`src/trans_irq_map.svh`:
```
// Purpose: Register offsets, field positions and reset values of the interrupt mask block
// Assumes: Byte-wide registers on a plain synchronous register port
// Notes:   Offsets are byte addresses on the register port
`ifndef TRANS_IRQ_MAP_SVH
`define TRANS_IRQ_MAP_SVH

`define ADDR_W 8
`define DATA_W 8

`define OFS_ERROR_PENDING 8'h18
`define OFS_PIN_PENDING 8'h19
`define OFS_MAIN_EVENT_PENDING 8'h1a
`define OFS_ERROR_ENABLES 8'h1b
`define OFS_PIN_ENABLES 8'h1c
`define OFS_MAIN_EVENT_ENABLES 8'h1d

`define RST_ENABLES 8'h00
`define RST_PENDING 8'h00

// Error enables, bit 7 down to bit 0
`define BIT_SUBRESP_CHECKSUM_ERR 7
`define BIT_SUBRESP_FRAME_ERR 6
`define BIT_BIT_ERROR_COUNT 5
`define BIT_SWITCH_REPORTING_ERR 4
`define BIT_DATA_PARITY_ERR 3
`define BIT_CHECKSUM_ERR 2
`define BIT_DATA_DECODING_ERR 1
`define BIT_HEADER_COUNT_ERR 0

// Main-node event bits
`define BIT_SUBORDINATE_IRQ 3
`define BIT_IFRAME_CHECKSUM_ERR 2
`define BIT_I2C_TRANSACTION_ERR 1
`define BIT_DISCOVERY_COMPLETE 0
`define MAIN_EVENT_USED 8'h0f

// Pin 0 of the pin pending register reads zero on a main node
`define PIN0_MASK_ON_MAIN 8'hfe

`endif

```
`src/trans_irq_pkg.sv`:
```
// Purpose: Types shared by the interrupt mask block
// Assumes: Constants come from trans_irq_map.svh
// Notes:   Holds types only
package trans_irq_pkg;
  typedef logic [7:0] reg_byte_t;
  typedef logic [7:0] reg_addr_t;
  typedef enum logic [2:0] {
    SEL_NONE,
    SEL_ERROR_PENDING,
    SEL_PIN_PENDING,
    SEL_MAIN_PENDING,
    SEL_ERROR_ENABLES,
    SEL_PIN_ENABLES,
    SEL_MAIN_ENABLES
  } reg_sel_t;
endpackage : trans_irq_pkg

```
`src/pending_bus_if.sv`:
```
// Purpose: Connection between the register decoder and one pending flag bank
// Assumes: One clock domain
// Notes:   value is the flag bank state after the keep mask
`timescale 1ns/10ps
interface pending_bus_if;
  import trans_irq_pkg::*;
  reg_byte_t setBits;
  reg_byte_t clearBits;
  logic clearWrite;
  reg_byte_t keepMask;
  reg_byte_t value;
  modport ctrl (output setBits, output clearBits, output clearWrite, output keepMask,
    input value);
  modport bank (input setBits, input clearBits, input clearWrite, input keepMask,
    output value);
endinterface : pending_bus_if

```
`src/transceiver_interrupt_mask_logic.sv`:
```
// Purpose: Interrupt pending flags and enable masks with one interrupt request
// Assumes: Event inputs synchronous to mclk; register strobes one cycle long
// Notes:   Read data and the request come from flip-flops
// Overview of operation
// - Main node flags interrupt frame checksum error
// - Bit 1 flags failed I2C transaction
// - Bit 0 flags discovery; zero on subordinate
// - Mask at 0x1B gates error pending flags
// - Error enable bit order from 7 to 0
// - Mask at 0x1C gates pin n pending
// - Mask at 0x1D gates main event pending
// - Main mask bits 3..0 event assignment
// - Main event gating only on main node
// - Subordinate interrupt flag; zero on subordinate
// - Pin n pending; pin 0 zero on main
`timescale 1ns/10ps
`include "trans_irq_map.svh"
module transceiver_interrupt_mask_logic (
  input wire logic mclk,
  input wire logic rst,
  input wire trans_irq_pkg::reg_addr_t regAddr,
  input wire trans_irq_pkg::reg_byte_t regWriteData,
  input wire logic regWrite,
  input wire logic regRead,
  output trans_irq_pkg::reg_byte_t regReadData,
  input wire logic mainNode,
  input wire trans_irq_pkg::reg_byte_t errorEvents,
  input wire trans_irq_pkg::reg_byte_t pinEvents,
  input wire logic subordinateIrqEvent,
  input wire logic frameChecksumEvent,
  input wire logic i2cErrorEvent,
  input wire logic discoveryEvent,
  output logic interruptRequest
);
  import trans_irq_pkg::*;

  reg_byte_t errorInterruptEnables;
  reg_byte_t pinInterruptEnables;
  reg_byte_t mainEventEnables;

  pending_bus_if errorBus ();
  pending_bus_if pinBus ();
  pending_bus_if mainBus ();

  function automatic reg_sel_t decodeAddr(input reg_addr_t a);
    reg_sel_t s;
    s = SEL_NONE;
    unique case (a)
      `OFS_ERROR_PENDING: s = SEL_ERROR_PENDING;
      `OFS_PIN_PENDING: s = SEL_PIN_PENDING;
      `OFS_MAIN_EVENT_PENDING: s = SEL_MAIN_PENDING;
      `OFS_ERROR_ENABLES: s = SEL_ERROR_ENABLES;
      `OFS_PIN_ENABLES: s = SEL_PIN_ENABLES;
      `OFS_MAIN_EVENT_ENABLES: s = SEL_MAIN_ENABLES;
      default: s = SEL_NONE;
    endcase
    return s;
  endfunction : decodeAddr

  // One enabled pending bit anywhere in a bank raises the request
  function automatic logic anyEnabled(input reg_byte_t flags, input reg_byte_t enables);
    return |(flags & enables);
  endfunction : anyEnabled

  wire reg_sel_t sel = decodeAddr(regAddr);
  wire logic wrErrorPend = regWrite && (sel == SEL_ERROR_PENDING);
  wire logic wrPinPend = regWrite && (sel == SEL_PIN_PENDING);
  wire logic wrMainPend = regWrite && (sel == SEL_MAIN_PENDING);
  wire logic wrErrorEn = regWrite && (sel == SEL_ERROR_ENABLES);
  wire logic wrPinEn = regWrite && (sel == SEL_PIN_ENABLES);
  wire logic wrMainEn = regWrite && (sel == SEL_MAIN_ENABLES);

  // Main event bank: 3 subordinate irq, 2 frame checksum, 1 I2C, 0 discovery
  wire reg_byte_t mainEvents = {
    4'h0,
    subordinateIrqEvent,
    frameChecksumEvent,
    i2cErrorEvent,
    discoveryEvent
  };

  // Error event inputs, named in enable order
  wire logic subrespChecksumEvent = errorEvents[`BIT_SUBRESP_CHECKSUM_ERR];
  wire logic subrespFrameEvent = errorEvents[`BIT_SUBRESP_FRAME_ERR];
  wire logic bitErrorCountEvent = errorEvents[`BIT_BIT_ERROR_COUNT];
  wire logic switchReportingEvent = errorEvents[`BIT_SWITCH_REPORTING_ERR];
  wire logic dataParityEvent = errorEvents[`BIT_DATA_PARITY_ERR];
  wire logic checksumEvent = errorEvents[`BIT_CHECKSUM_ERR];
  wire logic dataDecodingEvent = errorEvents[`BIT_DATA_DECODING_ERR];
  wire logic headerCountEvent = errorEvents[`BIT_HEADER_COUNT_ERR];
  wire reg_byte_t errorEventView = {
    subrespChecksumEvent,
    subrespFrameEvent,
    bitErrorCountEvent,
    switchReportingEvent,
    dataParityEvent,
    checksumEvent,
    dataDecodingEvent,
    headerCountEvent
  };

  // Error pending bank; bit order matches the error enables
  assign errorBus.setBits = errorEventView;
  assign errorBus.clearBits = regWriteData;
  assign errorBus.clearWrite = wrErrorPend;
  assign errorBus.keepMask = 8'hff;

  // Pin pending bank
  assign pinBus.setBits = pinEvents;
  assign pinBus.clearBits = regWriteData;
  assign pinBus.clearWrite = wrPinPend;
  // Pin 0 carries the bus interrupt line on a main node, so it never flags there
  assign pinBus.keepMask = mainNode ? `PIN0_MASK_ON_MAIN : 8'hff;

  // Main event pending bank
  assign mainBus.setBits = mainEvents;
  assign mainBus.clearBits = regWriteData;
  assign mainBus.clearWrite = wrMainPend;
  // A subordinate holds these flags at zero
  assign mainBus.keepMask = mainNode ? `MAIN_EVENT_USED : 8'h00;

  pending_flags errorBank (
    .mclk(mclk),
    .rst(rst),
    .pb(errorBus.bank)
  );

  pending_flags pinBank (
    .mclk(mclk),
    .rst(rst),
    .pb(pinBus.bank)
  );

  pending_flags mainBank (
    .mclk(mclk),
    .rst(rst),
    .pb(mainBus.bank)
  );

  always_ff @(posedge mclk or posedge rst) begin
    if (rst) begin
      errorInterruptEnables <= `RST_ENABLES;
    end else if (wrErrorEn) begin
      errorInterruptEnables <= regWriteData;
    end
  end

  always_ff @(posedge mclk or posedge rst) begin
    if (rst) begin
      pinInterruptEnables <= `RST_ENABLES;
    end else if (wrPinEn) begin
      pinInterruptEnables <= regWriteData;
    end
  end

  // Upper four bits have no event behind them and read back as zero
  always_ff @(posedge mclk or posedge rst) begin
    if (rst) begin
      mainEventEnables <= `RST_ENABLES;
    end else if (wrMainEn) begin
      mainEventEnables <= regWriteData & `MAIN_EVENT_USED;
    end
  end

  // Error enable fields, bit 7 down to bit 0
  wire logic subrespChecksumErrorEnable = errorInterruptEnables[`BIT_SUBRESP_CHECKSUM_ERR];
  wire logic subrespFrameErrorEnable = errorInterruptEnables[`BIT_SUBRESP_FRAME_ERR];
  wire logic bitErrorCountEnable = errorInterruptEnables[`BIT_BIT_ERROR_COUNT];
  wire logic switchReportingErrorEnable = errorInterruptEnables[`BIT_SWITCH_REPORTING_ERR];
  wire logic dataParityErrorEnable = errorInterruptEnables[`BIT_DATA_PARITY_ERR];
  wire logic checksumErrorEnable = errorInterruptEnables[`BIT_CHECKSUM_ERR];
  wire logic dataDecodingErrorEnable = errorInterruptEnables[`BIT_DATA_DECODING_ERR];
  wire logic headerCountErrorEnable = errorInterruptEnables[`BIT_HEADER_COUNT_ERR];
  wire reg_byte_t errorEnableView = {
    subrespChecksumErrorEnable,
    subrespFrameErrorEnable,
    bitErrorCountEnable,
    switchReportingErrorEnable,
    dataParityErrorEnable,
    checksumErrorEnable,
    dataDecodingErrorEnable,
    headerCountErrorEnable
  };

  // Error pending fields in the same order
  wire logic subrespChecksumError = errorBus.value[`BIT_SUBRESP_CHECKSUM_ERR];
  wire logic subrespFrameError = errorBus.value[`BIT_SUBRESP_FRAME_ERR];
  wire logic bitErrorCountReached = errorBus.value[`BIT_BIT_ERROR_COUNT];
  wire logic switchReportingError = errorBus.value[`BIT_SWITCH_REPORTING_ERR];
  wire logic dataParityError = errorBus.value[`BIT_DATA_PARITY_ERR];
  wire logic checksumError = errorBus.value[`BIT_CHECKSUM_ERR];
  wire logic dataDecodingError = errorBus.value[`BIT_DATA_DECODING_ERR];
  wire logic headerCountError = errorBus.value[`BIT_HEADER_COUNT_ERR];

  // Each error flag passes only beside its own enable
  wire reg_byte_t errorGated = {
    subrespChecksumError & subrespChecksumErrorEnable,
    subrespFrameError & subrespFrameErrorEnable,
    bitErrorCountReached & bitErrorCountEnable,
    switchReportingError & switchReportingErrorEnable,
    dataParityError & dataParityErrorEnable,
    checksumError & checksumErrorEnable,
    dataDecodingError & dataDecodingErrorEnable,
    headerCountError & headerCountErrorEnable
  };
  wire logic errorHit = |errorGated;

  // Pin enable fields, bit n for pin n
  wire logic pin7InterruptEnable = pinInterruptEnables[7];
  wire logic pin6InterruptEnable = pinInterruptEnables[6];
  wire logic pin5InterruptEnable = pinInterruptEnables[5];
  wire logic pin4InterruptEnable = pinInterruptEnables[4];
  wire logic pin3InterruptEnable = pinInterruptEnables[3];
  wire logic pin2InterruptEnable = pinInterruptEnables[2];
  wire logic pin1InterruptEnable = pinInterruptEnables[1];
  wire logic pin0InterruptEnable = pinInterruptEnables[0];
  wire reg_byte_t pinEnableView = {
    pin7InterruptEnable,
    pin6InterruptEnable,
    pin5InterruptEnable,
    pin4InterruptEnable,
    pin3InterruptEnable,
    pin2InterruptEnable,
    pin1InterruptEnable,
    pin0InterruptEnable
  };

  // Pin pending fields; pin 0 is held clear on a main node
  wire logic pin7Pending = pinBus.value[7];
  wire logic pin6Pending = pinBus.value[6];
  wire logic pin5Pending = pinBus.value[5];
  wire logic pin4Pending = pinBus.value[4];
  wire logic pin3Pending = pinBus.value[3];
  wire logic pin2Pending = pinBus.value[2];
  wire logic pin1Pending = pinBus.value[1];
  wire logic pin0Pending = pinBus.value[0];
  wire reg_byte_t pinPendingView = {
    pin7Pending,
    pin6Pending,
    pin5Pending,
    pin4Pending,
    pin3Pending,
    pin2Pending,
    pin1Pending,
    pin0Pending
  };
  wire logic pinHit = anyEnabled(pinPendingView, pinEnableView);

  // Main event enable fields
  wire logic subordinateInterruptEnable = mainEventEnables[`BIT_SUBORDINATE_IRQ];
  wire logic interruptFrameChecksumEnable = mainEventEnables[`BIT_IFRAME_CHECKSUM_ERR];
  wire logic i2cErrorEnable = mainEventEnables[`BIT_I2C_TRANSACTION_ERR];
  wire logic discoveryCompleteEnable = mainEventEnables[`BIT_DISCOVERY_COMPLETE];
  wire reg_byte_t mainEnableView = {
    4'h0,
    subordinateInterruptEnable,
    interruptFrameChecksumEnable,
    i2cErrorEnable,
    discoveryCompleteEnable
  };

  // Main event pending fields
  wire logic subordinateInterruptSeen = mainBus.value[`BIT_SUBORDINATE_IRQ];
  wire logic interruptFrameChecksumError = mainBus.value[`BIT_IFRAME_CHECKSUM_ERR];
  wire logic i2cTransactionError = mainBus.value[`BIT_I2C_TRANSACTION_ERR];
  wire logic discoveryComplete = mainBus.value[`BIT_DISCOVERY_COMPLETE];
  wire reg_byte_t mainPendingView = {
    4'h0,
    subordinateInterruptSeen,
    interruptFrameChecksumError,
    i2cTransactionError,
    discoveryComplete
  };

  // Main events reach the request only on a main node
  wire logic mainHit = mainNode && anyEnabled(mainPendingView, mainEnableView);
  wire logic next_interruptRequest = errorHit | pinHit | mainHit;

  reg_byte_t next_readData;
  always_comb begin
    next_readData = '0;
    unique case (sel)
      SEL_ERROR_PENDING: next_readData = errorBus.value;
      SEL_PIN_PENDING: next_readData = pinPendingView;
      SEL_MAIN_PENDING: next_readData = mainPendingView;
      SEL_ERROR_ENABLES: next_readData = errorEnableView;
      SEL_PIN_ENABLES: next_readData = pinEnableView;
      SEL_MAIN_ENABLES: next_readData = mainEnableView;
      SEL_NONE: next_readData = '0;
    endcase
  end

  // Read data stand only in the cycle after the read strobe
  always_ff @(posedge mclk or posedge rst) begin
    if (rst) begin
      regReadData <= '0;
    end else begin
      regReadData <= regRead ? next_readData : '0;
    end
  end

  // Registered so the request is glitch free; one cycle behind the flags
  always_ff @(posedge mclk or posedge rst) begin
    if (rst) begin
      interruptRequest <= 1'b0;
    end else begin
      interruptRequest <= next_interruptRequest;
    end
  end
endmodule : transceiver_interrupt_mask_logic

```
`src/pending_flags.sv`:
```
// Purpose: Bank of sticky pending flags, write one to clear
// Assumes: Event inputs are synchronous one-cycle or level pulses
// Notes:   A set in the same cycle as a clear keeps the flag set
`timescale 1ns/10ps
module pending_flags (
  input wire logic mclk,
  input wire logic rst,
  pending_bus_if.bank pb
);
  import trans_irq_pkg::*;

  reg_byte_t flags;
  reg_byte_t next_flags;
  wire reg_byte_t clearNow = pb.clearWrite ? pb.clearBits : '0;

  // Set wins over clear so an event landing on the clear write is not lost
  assign next_flags = ((flags & ~clearNow) | pb.setBits) & pb.keepMask;
  assign pb.value = flags;

  always_ff @(posedge mclk or posedge rst) begin
    if (rst) begin
      flags <= `RST_PENDING;
    end else begin
      flags <= next_flags;
    end
  end
endmodule : pending_flags

```
`config.mk`:
```
export PLATFORM = sky130hd
export DESIGN_NAME = transceiver_interrupt_mask_logic
export DESIGN_NICKNAME = d
export VERILOG_FILES = /design/src/trans_irq_pkg.sv /design/src/pending_bus_if.sv /design/src/transceiver_interrupt_mask_logic.sv /design/src/pending_flags.sv
export VERILOG_INCLUDE_DIRS = /design/src
export SDC_FILE = /design/constraint.sdc
export NUM_CORES = 1
export LEC_CHECK = 0
export BUFFER_PORTS_ARGS = -buffer_cell sky130_fd_sc_hd__buf_4
export CELL_PAD_IN_SITES_DETAIL_PLACEMENT = 1
export CELL_PAD_IN_SITES_GLOBAL_PLACEMENT = 1
export CORE_MARGIN = 1.5
export CORE_UTILIZATION = 35
export DETAILED_ROUTE_END_ITERATION = 6
export HOLD_SLACK_MARGIN = 0.02
export PLACE_DENSITY_LB_ADDON = 0.15
export SETUP_SLACK_MARGIN = 0.4
export SYNTH_ARGS = -nofsm -noshare
export SYNTH_HDL_FRONTEND = slang
export SYNTH_HIERARCHICAL = 1
export SYNTH_SLANG_ARGS = --single-unit
```
`constraint.sdc`:
```
create_clock -name mclk -period 3 [get_ports mclk]
set_clock_uncertainty 0.1 [all_clocks]
set_input_delay 0 -clock mclk [delete_from_list [all_inputs] [get_ports mclk]]
set_output_delay 0 -clock mclk [all_outputs]
set_load 0.02 [all_outputs]
```
==> impl_metrics.yaml <==
status:
  run_status: "finished, final reports clean"
drt:
  viasPerCell: 5.23
  vias: 2083
  dr_wl_met2_mm: 3.65
  dr.pass1.iters: 4
  drt_first_iter_violations: 62
  drtAntennaViolNets: 0
  drc: 0
  routed_wl_mm: 7.13
  dr_wl_met3_um: 169
  wl_per_cell_um: 17.9
  drt-met1-wl_mm: 3.25
  top_layer_used: "met4"
finish:
  post-route-cell-area_mm2: 0.00333
  antenna_cells: 0
  num-fill-cells: 769
  utilization_pct: 49.3
  drive_above_1_share_pct: 27.0
  fin_nets: 358
  syn_to_final_growth_pct: 36.6
global_routing:
  grt_overflow: 0
  track_usage_pct: 21.0
  antenna_found_initial: 0
  grt_pass1_wl_mm: 11.8
  grt_max_degree: 22
  grt_pass1_vias: 2211
clock_tree:
  clk_pin_slew_worst_paths_ns: 0.09
  cts.path.max_buffers: 2
  clock_latency_ns: 0.29
  cts_resized: 0
  numCtsBuffers: 5
  htree_levels: 2
  hold_buffers: 33
  cts_sinks: 49
  cts_root_buf: "clkbuf_8"
  cts_tree: "yes"
  postCtsSetupBuffers: 0
die:
  dieArea_mm2: 0.00748
  core_mm2: 0.00676
  die_w_um: 86.5
  rows: 30
  die_h_um: 86.5
  io_pins: 50
  start_util_pct: 36.1
power_and_ir_drop:
  p_leak_uw: 0.00166
  switching_power_uw: 340
  p_int_uw: 1020
  ir_drop_v: 0.000236
  pwr-share-comb_pct: 16.1
  p_sw_share_pct: 25.0
  powerDensity_mw_per_mm2: 408
  clockPowerShare_pct: 30.6
  p_seq_share_pct: 53.3
timing:
  setup_viol: 0
  layout_min_cycle_time_ns: 2.03
  finalSetupTns_ns: 0
  finalMaxSlewViolations: 0
  slew_headroom_pct: 38.9
  fmax_mhz: 493
  rsz0062_at_grt: "false"
  holdWs_ns: 0.0576
  fin_crit_sh_pct: 67.7
  worst_slew_pin_slew_ns: 0.908
  hold_violations: 0
setup_path:
  crit_arrival_ns: 2.10
  crit_path_max_incr_delay_ns: 0.71
  startpoint: "regAddr[5]"
  crit_top_cell: "buf_4"
  worstSetupStartpointType: "input pin"
  crit_chain: "buf_4, nor2b_4, nand4_4, nor4_1, buf_4, a31oi_1, dlygate4sd3_1"
  path_max_fanout: 6
  cp.required_ns: 3.07
  rr_startpoint: "pinBank/pb.value[4]"
  cp.buffers_inverters: 3
  setup.worst_path.class: "in -> reg"
  crit_family: "buffers and inverters"
  slowest_stage: "nor4_1"
  cp-end-kind: "flop"
placement:
  dpl_cell_area_mm2: 0.00290
  dpl.hpwl_mm: 5.23
  routabilityCongestion: 0.874
  port_buffers: 49
flow_run:
  maxCapViolations: 0
logic_synthesis:
  avgSynthCellArea_um2: 10.9
  synth_cells: 223
  yosysWarnings: 6
  synth_area_mm2: 0.00244
hold_path:
  min_path_type: "in -> async"
-- layout by cell type, fill, tap and decap left out, types with 4 or more instances in the layout --
cell type      instances
mux2_2                12
mux2_4                 8
nor2b_1                5
nor2_1                 4
conb_1                15
buf_4                 52
clkbuf_8               7
a221oi_1               4
a31oi_1               21
dlygate4sd3_1         33
inv_1                 27
o2bb2ai_1              4
o21ai_0               26
dfrtp_1               49
a22oi_1               11
a22o_1                 4
-- through the flow --
stage                     power [uW]  setup WS (ns)  std cells
after floorplan                  823           1.64        237
after global placement           916           1.24        357
after detailed placement         921           1.21        357
after CTS                       1370           1.04        398
after global routing            1430          0.893        398
final                           1360          0.970        398
-- power by group through the flow --
stage | Clock, uW | Sequential, uW | Combinational, uW
after CTS | 428 | 726 | 219
after global routing | 449 | 732 | 244
after floorplan | 0 | 730 | 92.4
after global placement | 0 | 739 | 177
after detailed placement | 0 | 739 | 182
final | 416 | 726 | 219
-- worst paths after layout --
| path | to | slack (ns) | cells after the start |
|---|---|---|---|
| setup / recovery | errorBank/pb.value[5] | 0.97 | 7 |
| hold / removal | mainBank/pb.value[2] | 0.06 | 3 |
| setup reg to reg | interruptRequest | 1.51 | 4 |
| hold reg to reg | errorEnableView[2] | 0.45 | 1 |
| max in group asynchronous | pinEnableView[5] | 1.84 | 4 |
| min in group mclk | regReadData[2] | 0.08 | 3 |
-- layer usage --
metal	vias up	global-route usage, %
met3	4	2.95
met2	38	37.5
li1	994	-
met4	0	3.81
met5	-	0
met1	1047	27.3
-- flip-flops by register name, indices dropped and copies added (netlist names) --
name	count
errorBank/pb.value	8
errorEnableView	8
pinBank/pb.value	8
pinEnableView	8
regReadData	8
mainBank/pb.value	4
mainEventEnables	4
interruptRequest	1
-- layout make-up --
cell class / count / area, um2 / share of cell area (%)
clock buffers: 7 / 96.3 / 2.89
clock inverters: 1 / 5.00 / 0.150
inverters: 28 / 105 / 3.15
repair buffers: 85 / 721 / 21.6
well taps: 80 / 100 / 3.00
multi-input cells: 148 / 1080 / 32.4
flip-flops and latches: 49 / 1230 / 36.8
-- worst register-to-register path, delay by kind of cell, from the launching register on --
family           cells  cell delay [ns]
AO/OA/AOI/OAI        3             0.61
flip-flops           1             0.43
AND/OR/NAND/NOR      1             0.20
No activity file was read; power rests on OpenSTA's default activity.
